===== config.mk =====
export PLATFORM = sky130hd
export DESIGN_NAME = tspm_core
export DESIGN_NICKNAME = d
export VERILOG_FILES = /design/src/tspm_pkg.sv /design/src/tspm_core.sv
export SDC_FILE = /design/constraint.sdc
export NUM_CORES = 1
export LEC_CHECK = 0
export BUFFER_PORTS_ARGS = -buffer_cell sky130_fd_sc_hd__buf_2
export CAP_MARGIN = 20
export CORE_ASPECT_RATIO = 1.5
export CORE_UTILIZATION = 65
export DETAILED_ROUTE_END_ITERATION = 10
export GPL_ROUTABILITY_DRIVEN = 0
export PLACE_DENSITY = 0.87
export REMOVE_ABC_BUFFERS = 1
export SLEW_MARGIN = 20
export SYNTH_ARGS = -nofsm -noshare
export SYNTH_HDL_FRONTEND = slang
export SYNTH_SLANG_ARGS = --single-unit

===== constraint.sdc =====
create_clock -name clk_sys -period 6.2 [get_ports clk_sys]
set_input_delay 0.93 -clock clk_sys [delete_from_list [all_inputs] [get_ports clk_sys]]
set_output_delay 0.93 -clock clk_sys [all_outputs]
set_load 0.03 [all_outputs]

===== src/tspm_pkg.sv =====
// Constants, types and state codes for the serially loaded tiny core.
// Assumes one clock domain and a host that shifts program frames serially.
// Contract
// - The core runs only a subset of the mid-range set: no special registers, no carry, no call stack.
// - The core has six working registers and a sixteen-word program store.
// - After a full frame the host asserts the strobe and the core stores the data at the address.
// - When loading is done the host raises the strobe and releases reset, and the program then runs.
// - Register 6 reads the four input pins and register 7 drives the eight output pins.
// - After programming and reset the core runs with no further help from the host.
package tspm_pkg;
    localparam int FRAME_W = 28;
    localparam int INSN_W = 14;
    localparam int PROG_DEPTH = 16;
    localparam int PC_W = 4;
    localparam int NUM_WREG = 6;
    localparam int DATA_W = 8;
    localparam int GPI_W = 4;
    localparam int GPO_W = 8;
    localparam logic [2:0] REG_IN = 3'h6;
    localparam logic [2:0] REG_OUT = 3'h7;
    localparam logic [GPO_W-1:0] GPO_RESET = 8'h00;
    localparam logic [DATA_W-1:0] WREG_RESET = 8'h00;
    localparam logic [PC_W-1:0] PC_RESET = 4'h0;
    // Instruction classes, bits 13:12
    localparam logic [1:0] CLS_BYTE = 2'h0;
    localparam logic [1:0] CLS_BIT = 2'h1;
    localparam logic [1:0] CLS_JUMP = 2'h2;
    localparam logic [1:0] CLS_LIT = 2'h3;
    // Byte-oriented opcodes, bits 11:8
    localparam logic [3:0] OP_MOVWF = 4'h0;
    localparam logic [3:0] OP_CLR = 4'h1;
    localparam logic [3:0] OP_SUBWF = 4'h2;
    localparam logic [3:0] OP_DECF = 4'h3;
    localparam logic [3:0] OP_IORWF = 4'h4;
    localparam logic [3:0] OP_ANDWF = 4'h5;
    localparam logic [3:0] OP_XORWF = 4'h6;
    localparam logic [3:0] OP_ADDWF = 4'h7;
    localparam logic [3:0] OP_MOVF = 4'h8;
    localparam logic [3:0] OP_COMF = 4'h9;
    localparam logic [3:0] OP_INCF = 4'hA;
    localparam logic [3:0] OP_DECFSZ = 4'hB;
    localparam logic [3:0] OP_RRF = 4'hC;
    localparam logic [3:0] OP_RLF = 4'hD;
    localparam logic [3:0] OP_SWAPF = 4'hE;
    localparam logic [3:0] OP_INCFSZ = 4'hF;
    // Bit-oriented opcodes, bits 11:10
    localparam logic [1:0] BOP_CLR = 2'h0;
    localparam logic [1:0] BOP_SET = 2'h1;
    localparam logic [1:0] BOP_SKIPCLR = 2'h2;
    localparam logic [1:0] BOP_SKIPSET = 2'h3;

    typedef enum logic [1:0] {
        ST_IDLE = 2'b00,
        ST_FETCH = 2'b01,
        ST_EXEC = 2'b11
    } tspm_state_t;

    typedef struct packed {
        logic [INSN_W-1:0] addr;
        logic [INSN_W-1:0] data;
    } tspm_frame_t;
endpackage : tspm_pkg


===== src/tspm_core.sv =====
// Serially loaded tiny core: program loader, two-phase fetch/execute, pin registers.
// Assumes inputs are synchronous to clk_sys and the host holds reset while loading.
`timescale 1ns/1ps
module tspm_core (
    // Clock and reset
    input wire logic clk_sys,
    input wire logic resetn,
    // Programming port
    input wire logic prog_strobe_n,
    input wire logic prog_data,
    // Pins
    input wire logic [tspm_pkg::GPI_W-1:0] input_pin_bit,
    output logic [tspm_pkg::GPO_W-1:0] output_pin_bit
);
    logic rst_meta_reg;
    logic rst_n_sync;
    tspm_pkg::tspm_frame_t shift_reg;
    logic strobe_n_prev_reg;
    logic prog_we;
    logic [tspm_pkg::INSN_W-1:0] prog_mem [tspm_pkg::PROG_DEPTH];
    tspm_pkg::tspm_state_t state_reg;
    logic [tspm_pkg::PC_W-1:0] pc_reg;
    logic [tspm_pkg::PC_W-1:0] pc_next;
    logic [tspm_pkg::INSN_W-1:0] ir_reg;
    logic [tspm_pkg::DATA_W-1:0] w_reg;
    logic [tspm_pkg::DATA_W-1:0] wreg_file [tspm_pkg::NUM_WREG];
    logic [tspm_pkg::GPO_W-1:0] gpo_reg;
    logic [2:0] fsel;
    logic [tspm_pkg::DATA_W-1:0] fval;
    logic [tspm_pkg::DATA_W-1:0] kval;
    logic [tspm_pkg::DATA_W-1:0] result;
    logic w_we;
    logic f_we;
    logic skip;
    logic jump;
    logic exec;

    // Byte ALU shared by file and literal forms
    function automatic logic [tspm_pkg::DATA_W-1:0] alu(input logic [3:0] op,
            input logic [tspm_pkg::DATA_W-1:0] a, input logic [tspm_pkg::DATA_W-1:0] w);
        case (op)
            tspm_pkg::OP_SUBWF: alu = a - w;
            tspm_pkg::OP_IORWF: alu = a | w;
            tspm_pkg::OP_ANDWF: alu = a & w;
            tspm_pkg::OP_XORWF: alu = a ^ w;
            tspm_pkg::OP_ADDWF: alu = a + w;
            default: alu = a;
        endcase
    endfunction : alu

    // Reset release through two flops
    always_ff @(posedge clk_sys or negedge resetn) begin
        if (!resetn) begin
            rst_meta_reg <= 1'b0;
            rst_n_sync <= 1'b0;
        end else begin
            rst_meta_reg <= 1'b1;
            rst_n_sync <= rst_meta_reg;
        end
    end

    // Loader runs through reset so the host can load while the core is held
    always_ff @(posedge clk_sys) begin
        shift_reg <= {shift_reg[tspm_pkg::FRAME_W-2:0], prog_data};
        strobe_n_prev_reg <= prog_strobe_n;
    end

    assign prog_we = strobe_n_prev_reg && !prog_strobe_n;

    // Store survives reset; only the low address bits select a word
    always_ff @(posedge clk_sys) begin
        if (prog_we) begin
            prog_mem[shift_reg.addr[tspm_pkg::PC_W-1:0]] <= shift_reg.data;
        end
    end

    assign exec = (state_reg == tspm_pkg::ST_EXEC);

    // Sequencer: fetch then execute, forever after reset release
    always_ff @(posedge clk_sys or negedge rst_n_sync) begin
        if (!rst_n_sync) begin
            state_reg <= tspm_pkg::ST_IDLE;
            pc_reg <= tspm_pkg::PC_RESET;
            ir_reg <= '0;
        end else begin
            case (state_reg)
                tspm_pkg::ST_IDLE: state_reg <= tspm_pkg::ST_FETCH;
                tspm_pkg::ST_FETCH: begin
                    ir_reg <= prog_mem[pc_reg];
                    state_reg <= tspm_pkg::ST_EXEC;
                end
                tspm_pkg::ST_EXEC: begin
                    pc_reg <= pc_next;
                    state_reg <= tspm_pkg::ST_FETCH;
                end
                default: state_reg <= tspm_pkg::ST_IDLE;
            endcase
        end
    end

    assign fsel = ir_reg[2:0];
    assign kval = ir_reg[7:0];

    // Register 6 is the input pins, 7 the output latch
    always_comb begin
        if (fsel == tspm_pkg::REG_IN) begin
            fval = {{(tspm_pkg::DATA_W-tspm_pkg::GPI_W){1'b0}}, input_pin_bit};
        end else if (fsel == tspm_pkg::REG_OUT) begin
            fval = gpo_reg;
        end else begin
            fval = wreg_file[fsel];
        end
    end

    // Decode; no carry or status, so rotates wrap and call/return act as no-ops
    always_comb begin
        result = '0;
        w_we = 1'b0;
        f_we = 1'b0;
        skip = 1'b0;
        jump = 1'b0;
        case (ir_reg[13:12])
            tspm_pkg::CLS_BYTE: begin
                case (ir_reg[11:8])
                    tspm_pkg::OP_MOVWF: result = w_reg;
                    tspm_pkg::OP_CLR: result = '0;
                    tspm_pkg::OP_DECF, tspm_pkg::OP_DECFSZ: result = fval - 8'h01;
                    tspm_pkg::OP_INCF, tspm_pkg::OP_INCFSZ: result = fval + 8'h01;
                    tspm_pkg::OP_COMF: result = ~fval;
                    tspm_pkg::OP_RRF: result = {fval[0], fval[7:1]};
                    tspm_pkg::OP_RLF: result = {fval[6:0], fval[7]};
                    tspm_pkg::OP_SWAPF: result = {fval[3:0], fval[7:4]};
                    default: result = alu(ir_reg[11:8], fval, w_reg);
                endcase
                if (ir_reg[11:8] == tspm_pkg::OP_MOVWF) begin
                    f_we = ir_reg[7];
                end else begin
                    f_we = ir_reg[7];
                    w_we = !ir_reg[7];
                end
                if (ir_reg[11:8] == tspm_pkg::OP_DECFSZ || ir_reg[11:8] == tspm_pkg::OP_INCFSZ) begin
                    skip = (result == 8'h00);
                end
            end
            tspm_pkg::CLS_BIT: begin
                result = fval;
                case (ir_reg[11:10])
                    tspm_pkg::BOP_CLR: begin
                        result[ir_reg[9:7]] = 1'b0;
                        f_we = 1'b1;
                    end
                    tspm_pkg::BOP_SET: begin
                        result[ir_reg[9:7]] = 1'b1;
                        f_we = 1'b1;
                    end
                    tspm_pkg::BOP_SKIPCLR: skip = !fval[ir_reg[9:7]];
                    default: skip = fval[ir_reg[9:7]];
                endcase
            end
            tspm_pkg::CLS_JUMP: jump = ir_reg[11];
            default: begin
                if (ir_reg[11:10] == 2'h0) begin
                    result = kval;
                    w_we = 1'b1;
                end else if (ir_reg[11:10] == 2'h2) begin
                    result = alu({2'h1, ir_reg[9:8]}, kval, w_reg);
                    w_we = (ir_reg[9:8] != 2'h3);
                end else if (ir_reg[11:10] == 2'h3) begin
                    result = alu(ir_reg[9] ? tspm_pkg::OP_ADDWF : tspm_pkg::OP_SUBWF, kval, w_reg);
                    w_we = 1'b1;
                end
            end
        endcase
    end

    always_comb begin
        if (jump) begin
            pc_next = ir_reg[tspm_pkg::PC_W-1:0];
        end else if (skip) begin
            pc_next = pc_reg + 4'h2;
        end else begin
            pc_next = pc_reg + 4'h1;
        end
    end

    always_ff @(posedge clk_sys or negedge rst_n_sync) begin
        if (!rst_n_sync) begin
            w_reg <= tspm_pkg::WREG_RESET;
        end else if (exec && w_we) begin
            w_reg <= result;
        end
    end

    genvar gi;
    generate
        for (gi = 0; gi < tspm_pkg::NUM_WREG; gi++) begin : g_wreg
            always_ff @(posedge clk_sys or negedge rst_n_sync) begin
                if (!rst_n_sync) begin
                    wreg_file[gi] <= tspm_pkg::WREG_RESET;
                end else if (exec && f_we && fsel == 3'(gi)) begin
                    wreg_file[gi] <= result;
                end
            end
        end
    endgenerate

    always_ff @(posedge clk_sys or negedge rst_n_sync) begin
        if (!rst_n_sync) begin
            gpo_reg <= tspm_pkg::GPO_RESET;
        end else if (exec && f_we && fsel == tspm_pkg::REG_OUT) begin
            gpo_reg <= result;
        end
    end

    assign output_pin_bit = gpo_reg;
endmodule : tspm_core


## Yosys cells after proc, flatten, opt, wreduce, memory -nomap -nowiden

Memory sizes are Yosys's and may differ from the RTL's. A register that Yosys moved wholly into a read port is not among the register bits.
Cells that the tools add are included.

| operators by class | value |
|---|---|
| add/subtract/negate cells | 8 |
| equality and inequality tests | 37 |
| bitwise gates (word level) | 11 |
| reductions and logical operators | 28 |
| multiplexer cells | 36 |
| $lt $le $gt $ge | 3 |

Operators by type and width:

| operator | count |
|---|---|
| $pmux W8 S5 | 2 |
| $mux W8 | 8 |
| $pmux W8 S8 | 1 |
| $pmux W8 S4 | 1 |
| $eq A4 B4 Y1 const B | 7 |
| $and A8 B8 Y8 | 3 |
| $bmux W8 S3 | 1 |
| $eq A3 B3 Y1 const B | 8 |
| $or A8 B8 Y8 | 3 |
| $pmux W8 S3 | 1 |
| $add A8 B8 Y8 | 2 |
| $eq A4 B3 Y1 const B | 4 |
| $not A8 Y8 | 2 |
| $pmux W8 S2 | 1 |
| $sub A8 B8 Y8 | 2 |
| $xor A8 B8 Y8 | 2 |
| $eq A2 B2 Y1 const B | 6 |
| $logic_and A1 B1 Y1 | 11 |
| $mux W1 | 11 |
| $reduce_or A2 Y1 | 5 |
| $eq A3 B2 Y1 const B | 3 |
| $add A8 B1 Y8 const B | 1 |
| $eq A2 B1 Y1 const B | 4 |
| $eq A4 B2 Y1 const B | 2 |
| other kinds (22) | 32 |

| storage, ports and cells | value |
|---|---|
| input port bits | 8 |
| memories | 1 |
| output and inout bits | 8 |
| register bits after elaboration | 91 |
| word-level logic and storage cells | 139 |
| memory bits (writable) | 224 |

Memories:

| name | words | bits a word | read ports | clocked after Yosys merged registers in | write ports | line | source |
|---|---|---|---|---|---|---|---|
| prog_mem | 16 | 14 | 1 | 1 | 1 | tspm_core.sv:20 | `logic [tspm_pkg::INSN_W-1:0] prog_mem [tspm_pkg::PROG_DEPTH];` |

## Depth between registers and ports, before layout

| logic depth | value |
|---|---|
| depth in word-level cells | 15 |
| depth in mapped cells | 18 |
| mapped depth without buffers | 16 |

## Worst setup path after synthesis

Ideal clock, no wire load.

| path | value |
|---|---|
| kind | input to register |
| start | in input_pin_bit[0] (netlist bit) |
| end | reg pc_reg[1] (netlist bit) |
| buffers on the path | 0 |
| data required time | 6.069 ns |
| arrival | 4.183 ns |
| library setup time | 0.131 ns |
| stages on the path | 16 |
| setup slack | 1.886 ns |
| cell sequence | and4b_1 a221oi_1 o21a_1 inv_1 ha_1 fa_1 a21o_1 a21o_1 a21oi_1 mux2i_1 o21ai_0 o2111ai_1 nor4_2 a21oi_2 and4b_1 or3_1 |

| between the ends | value |
|---|---|
| cells in the longest elaborated chain, start to end | 10 |
| elaborated cells between the ends (all ways) | 21 |
| those cells by class | add/sub: 4; mux: 11; bitwise: 4; reduce/logical: 2 |

Ends and longest elaborated chain:

| item | line | source |
|---|---|---|
| start: declaration | tspm_core.sv:12 | `input wire logic [tspm_pkg::GPI_W-1:0] input_pin_bit,` |
| $mux W8 (*) | tspm_core.sv:106 | `if (fsel == tspm_pkg::REG_IN) begin` |
| $add A8 B8 Y8 (tied with other cells) | tspm_core.sv:46 | `tspm_pkg::OP_ADDWF: alu = a + w;` |
| $pmux W8 S5 | tspm_core.sv:41 | `case (op)` |
| $pmux W8 S8 | tspm_core.sv:124 | `case (ir_reg[11:8])` |
| $mux W8 | tspm_core.sv:122 | `case (ir_reg[13:12])` |
| $logic_not A8 Y1 | tspm_core.sv:142 | `skip = (result == 8'h00);` |
| $mux W1 | tspm_core.sv:141 | `if (ir_reg[11:8] == tspm_pkg::OP_DECFSZ \|\| ir_reg[11:8] == tspm_pkg::OP_INCFSZ) begin` |
| $pmux W1 S2 (*) | tspm_core.sv:122 |  |
| $mux W4 (*) | tspm_core.sv:179 | `end else if (skip) begin` |
| $mux W4 (*) | tspm_core.sv:177 | `if (jump) begin` |
| end signal: assignment | tspm_core.sv:83 | `pc_reg <= tspm_pkg::PC_RESET;` |
| end signal: assignment | tspm_core.sv:93 | `pc_reg <= pc_next;` |
| end: declaration | tspm_core.sv:22 | `logic [tspm_pkg::PC_W-1:0] pc_reg;` |

Mark *: on every way between the ends. The rest lies on a longest branch, timed or not. The select of a mux whose other input is x is not followed.
A chain may end at the register's enable or synchronous reset.

## Worst setup path after layout

| path | value |
|---|---|
| start | reg ir_reg[1] (netlist bit) (read register of prog_mem) |
| end | reg pc_reg[1] (netlist bit) |

| between the ends | value |
|---|---|
| cells in the longest elaborated chain, start to end | 15 |
| elaborated cells between the ends (all ways) | 28 |
| those cells by class | add/sub: 4; eq/ne: 2; mux: 15; bitwise: 5; reduce/logical: 2 |

Ends and longest elaborated chain:

| item | line | source |
|---|---|---|
| start: declaration | tspm_core.sv:24 | `logic [tspm_pkg::INSN_W-1:0] ir_reg;` |
| $not A3 Y4 (not written as such) | tspm_core.sv:111 | `fval = wreg_file[fsel];` |
| $bmux W8 S3 | tspm_core.sv:111 |  |
| $mux W8 (not written as such) (2 in series) | tspm_core.sv:111 |  |
| $mux W8 | tspm_core.sv:108 | `end else if (fsel == tspm_pkg::REG_OUT) begin` |
| $mux W8 | tspm_core.sv:106 |  |
| $add A8 B8 Y8 (tied with other cells) | tspm_core.sv:46 |  |
| $pmux W8 S5 | tspm_core.sv:41 |  |
| $pmux W8 S8 | tspm_core.sv:124 |  |
| $mux W8 | tspm_core.sv:122 |  |
| $logic_not A8 Y1 | tspm_core.sv:142 |  |
| $mux W1 | tspm_core.sv:141 |  |
| $pmux W1 S2 | tspm_core.sv:122 |  |
| $mux W4 | tspm_core.sv:179 |  |
| $mux W4 (*) | tspm_core.sv:177 |  |

Marked as above.

==> metrics.csv <==
stage,metric,value,unit
outcome,status,"finished, final reports clean",
critical_path,critical path arrival,5.69,ns
power_and_ir_drop,Peak supply drop,0.4565,mV
yosys,Netlist cell types,79,
timing,period utilization,0.8487,
cts,Num CTS Buffers,29,
routing,vias,10560,
global_route,GRT Total Usage,0.3312,
critical_path,R2R Path End,pc_reg[1]$_DFFE_PN0P_,
cts,hold bufs inserted after CTS,0,
yosys,Area contributors post-synth,"edfxtp_1 42%, dfrtp_1 13%, mux4_2 10%",
global_route,first-pass GRT wire length,61.58,mm
global_route,pin count of the biggest net entering global routing,85,
timing,Worst-Margin Slew,1.009,ns
timing,f_max,190.1,MHz
timing,WHS,0.1517,ns
global_route,Overflow after GRT,0,
cts,Clock Sinks,329,
critical_path,cells on worst reg2reg path,15,
power_and_ir_drop,PwrDens,586.1,nW/µm²
floorplanning,boundary pin count,16,
cts,"CTS clk-pin slew, worst paths",0.07,ns
placed_design,DP HPWL,25.03,mm
critical_path,CP Capture Type,register,
min_path,worst min path class,input pin to async pin,
cts,post-CTS setup buffer count,0,
yosys,ys flop type,edfxtp_1,
critical_path,RR Startpoint,ir_reg[1]$_DFFE_PN0N_,
global_route,antenna violations before repair,1,
routing,Final ANT Viol Nets,0,
routing,DR vias/cell,6.919,
cts,H-Tree Depth,1,
timing,final setup TNS,0,ns
global_route,number of global-route vias before repair,10700,
critical_path,CP Launch Point,ir_reg[1]$_DFFE_PN0N_,
timing,relative slew slack,0.3274,
routing,drt total wl,39.72,mm
finish,Multi-input gate area,6304,µm²
yosys,Synthesis Warnings,0,
power_and_ir_drop,Pleak,6.430,nW
finish,Synth-to-Final Area Change,9.493,%
yosys,sequential share of the synthesized area,0.5787,
cts,Root Buffer Master,clkbuf_16,
floorplanning,starting density of the core,0.6595,
yosys,Yosys reg bits,329,
finish,Sequential cell area,9270,µm²
cts,Max Root-Sink Buffers,3,
timing,fin. max-slew vios,0,
yosys,Post-Synthesis Cells,1167,
floorplanning,die width,130.1,µm
timing,final setup violation count,0,
routing,DRT Pass-1 Iters,9,
timing,Fin. Hold Viols,0,
critical_path,Crit Path Category,register to register,
timing,clk_skew,0.01134,ns
routing,DR iter-0 viols,1392,
finish,NumNets Final,1245,
yosys,Post-synth EDFFs,224,
critical_path,CP Max Fanout,28,
run,reported max-cap violation count,0,
floorplanning,die height,194.2,µm
placed_design,I/O Buffers,15,
timing,minimum clock period,5.262,ns
yosys,cell taking the most area after synthesis,edfxtp_1,
cts,TritonCTS clock tree,built,
finish,number of fill cells,1469,
routing,DRC Markers,0,
critical_path,Startpoint Class,register,
cts,clock latency on the worst-skew pair,0.55,ns
floorplanning,Placement Rows,70,
floorplanning,die area,25260,µm²
yosys,ys async rst share,0.2614,
routing,WL/cell,26.03,µm
critical_path,Reg2Reg Setup Slack,0.94,ns
cts,# resized after CTS,0,
yosys,Syn Std Cell Area,16000,µm²
yosys,Syn Area/Cell,13.71,µm²
yosys,top cell type's share of synthesized area,0.4204,
critical_path,Worst Path Required,6.63,ns
timing,RSZ-0062 raised after global routing,false,
finish,layout cell share with drive strength beyond 1,0.2007,
finish,max reg flops,224,
floorplanning,Core Region,24260,µm²
-- worst max-delay path, cell delays in order (launching register included) --
cell,delay [ns]
dfrtp_2,0.77
buf_4,0.35
mux2_2,0.36
a221oi_1,0.25
a221o_1,0.44
inv_1,0.16
ha_1,0.38
mux2_2,0.36
a221oi_1,0.23
o21ai_0,0.18
o21ai_0,0.25
o2111ai_1,0.18
nor4_2,0.46
a21oi_2,0.18
and4b_1,0.23
or3_1,0.35
-- cells by family after synthesis --
logic type / count (synthesis) / synth area share
DFF: 329 / 0.5787
AOI/OAI and AO/OA: 250 / 0.1022
and+or+nand+nor: 246 / 0.07405
muxes: 151 / 0.1555
buffers and inverters: 108 / 0.02901
adders and majority gates: 58 / 0.04723
xor gates and xnor gates: 24 / 0.01314
other: 1 / 0.0002344
-- how the worst max path moves through the flow --
stage | to | depth (start not counted) | slack (ns)
after floorplan | pc_reg[1]$_DFFE_PN0P_ | 16 | 1.30
after global placement | pc_reg[1]$_DFFE_PN0P_ | 15 | 1.24
after detailed placement | pc_reg[1]$_DFFE_PN0P_ | 15 | 1.18
after CTS | pc_reg[1]$_DFFE_PN0P_ | 15 | 1.15
after global routing | pc_reg[1]$_DFFE_PN0P_ | 15 | 0.73
final | pc_reg[1]$_DFFE_PN0P_ | 15 | 0.94
-- routing by layer --
layer | up-vias | GRT usage | part of all wire
met3 | 203 | 0.05822 | 0.075
met2 | 667 | 0.5487 | 0.51
met4 | 2 | 0.1826 | 0.060
met1 | 5170 | 0.4093 | 0.36
li1 | 4516 | - | -
met5 | - | 0 | 0.00038
-- cells in the mapped netlist, types with 6 or more instances --
cell        n
dfxtp_1    19
a22oi_1     6
dfrtp_1    86
inv_1      38
mux2i_1    28
buf_2       6
mux2_2     48
nand2b_1   14
a221o_1     7
buf_1       8
clkbuf_1   47
a21o_1     18
o22ai_1    11
nor2_1     76
o21ai_0    59
a21oi_1    63
xnor2_1    21
nor3_1     23
edfxtp_1  224
ha_1       54
a221oi_1   14
nand3_1    11
nor2b_1    12
o221ai_1    9
nand2_1    72
a31oi_1     7
mux4_2     73
-- where the power goes --
part | switching, mW | leakage, nW | total (mW) | internal (mW)
clock network | 0.793 | 0.520 | 1.97 | 1.18
registers | 0.467 | 3.20 | 3.07 | 2.61
logic | 3.04 | 2.71 | 5.22 | 2.18
-- area by class of cell --
type	instances	area share
antenna	1	0.0001428
clock buffer	40	0.04899
clock inverter	13	0.01157
inverter	42	0.008999
multi-input combinational	730	0.3598
sequential	329	0.5291
tap	324	0.02314
timing repair buffer	47	0.01821
-- cells in the final DEF (no fill, tap or decap), drive strengths merged, types with 4 or more instances in the layout --
cell type and n:
bufinv 5, a31oi 7, nand3b 4, nor2 76, clkbuf 40, o211ai 5, nor2b 12, a22oi 7
a221o 7, nand2b 14, o32ai 4, and2 4, mux2 50, o31ai 5, o21ai 62, buf 47
nor4 7, nand2 73, a21oi 65, a21o 18, o21bai 5, nor3 23, a221oi 14, ha 54
nand3 11, clkinv 8, fa 4, edfxtp 224, xnor2 21, mux4 73, dfxtp 19, o22ai 12
inv 41, a211oi 5, dfrtp 86, mux2i 28, o221ai 9
-- stage by stage --
stage	std cells	power [mW]	utilization	setup WS (ns)	cell area, µm²
detailed placement	1472	8.084	0.6779	1.178	16450
global route	1525	10.75	0.7220	0.7328	17520
floorplan	1101	6.740	-	1.302	15690
global placement	1472	7.958	0.6779	1.239	16450
finish	1526	10.27	0.7221	0.9382	17520
CTS	1525	10.10	0.7217	1.155	17510
No activity file was read; power rests on OpenSTA's default activity.
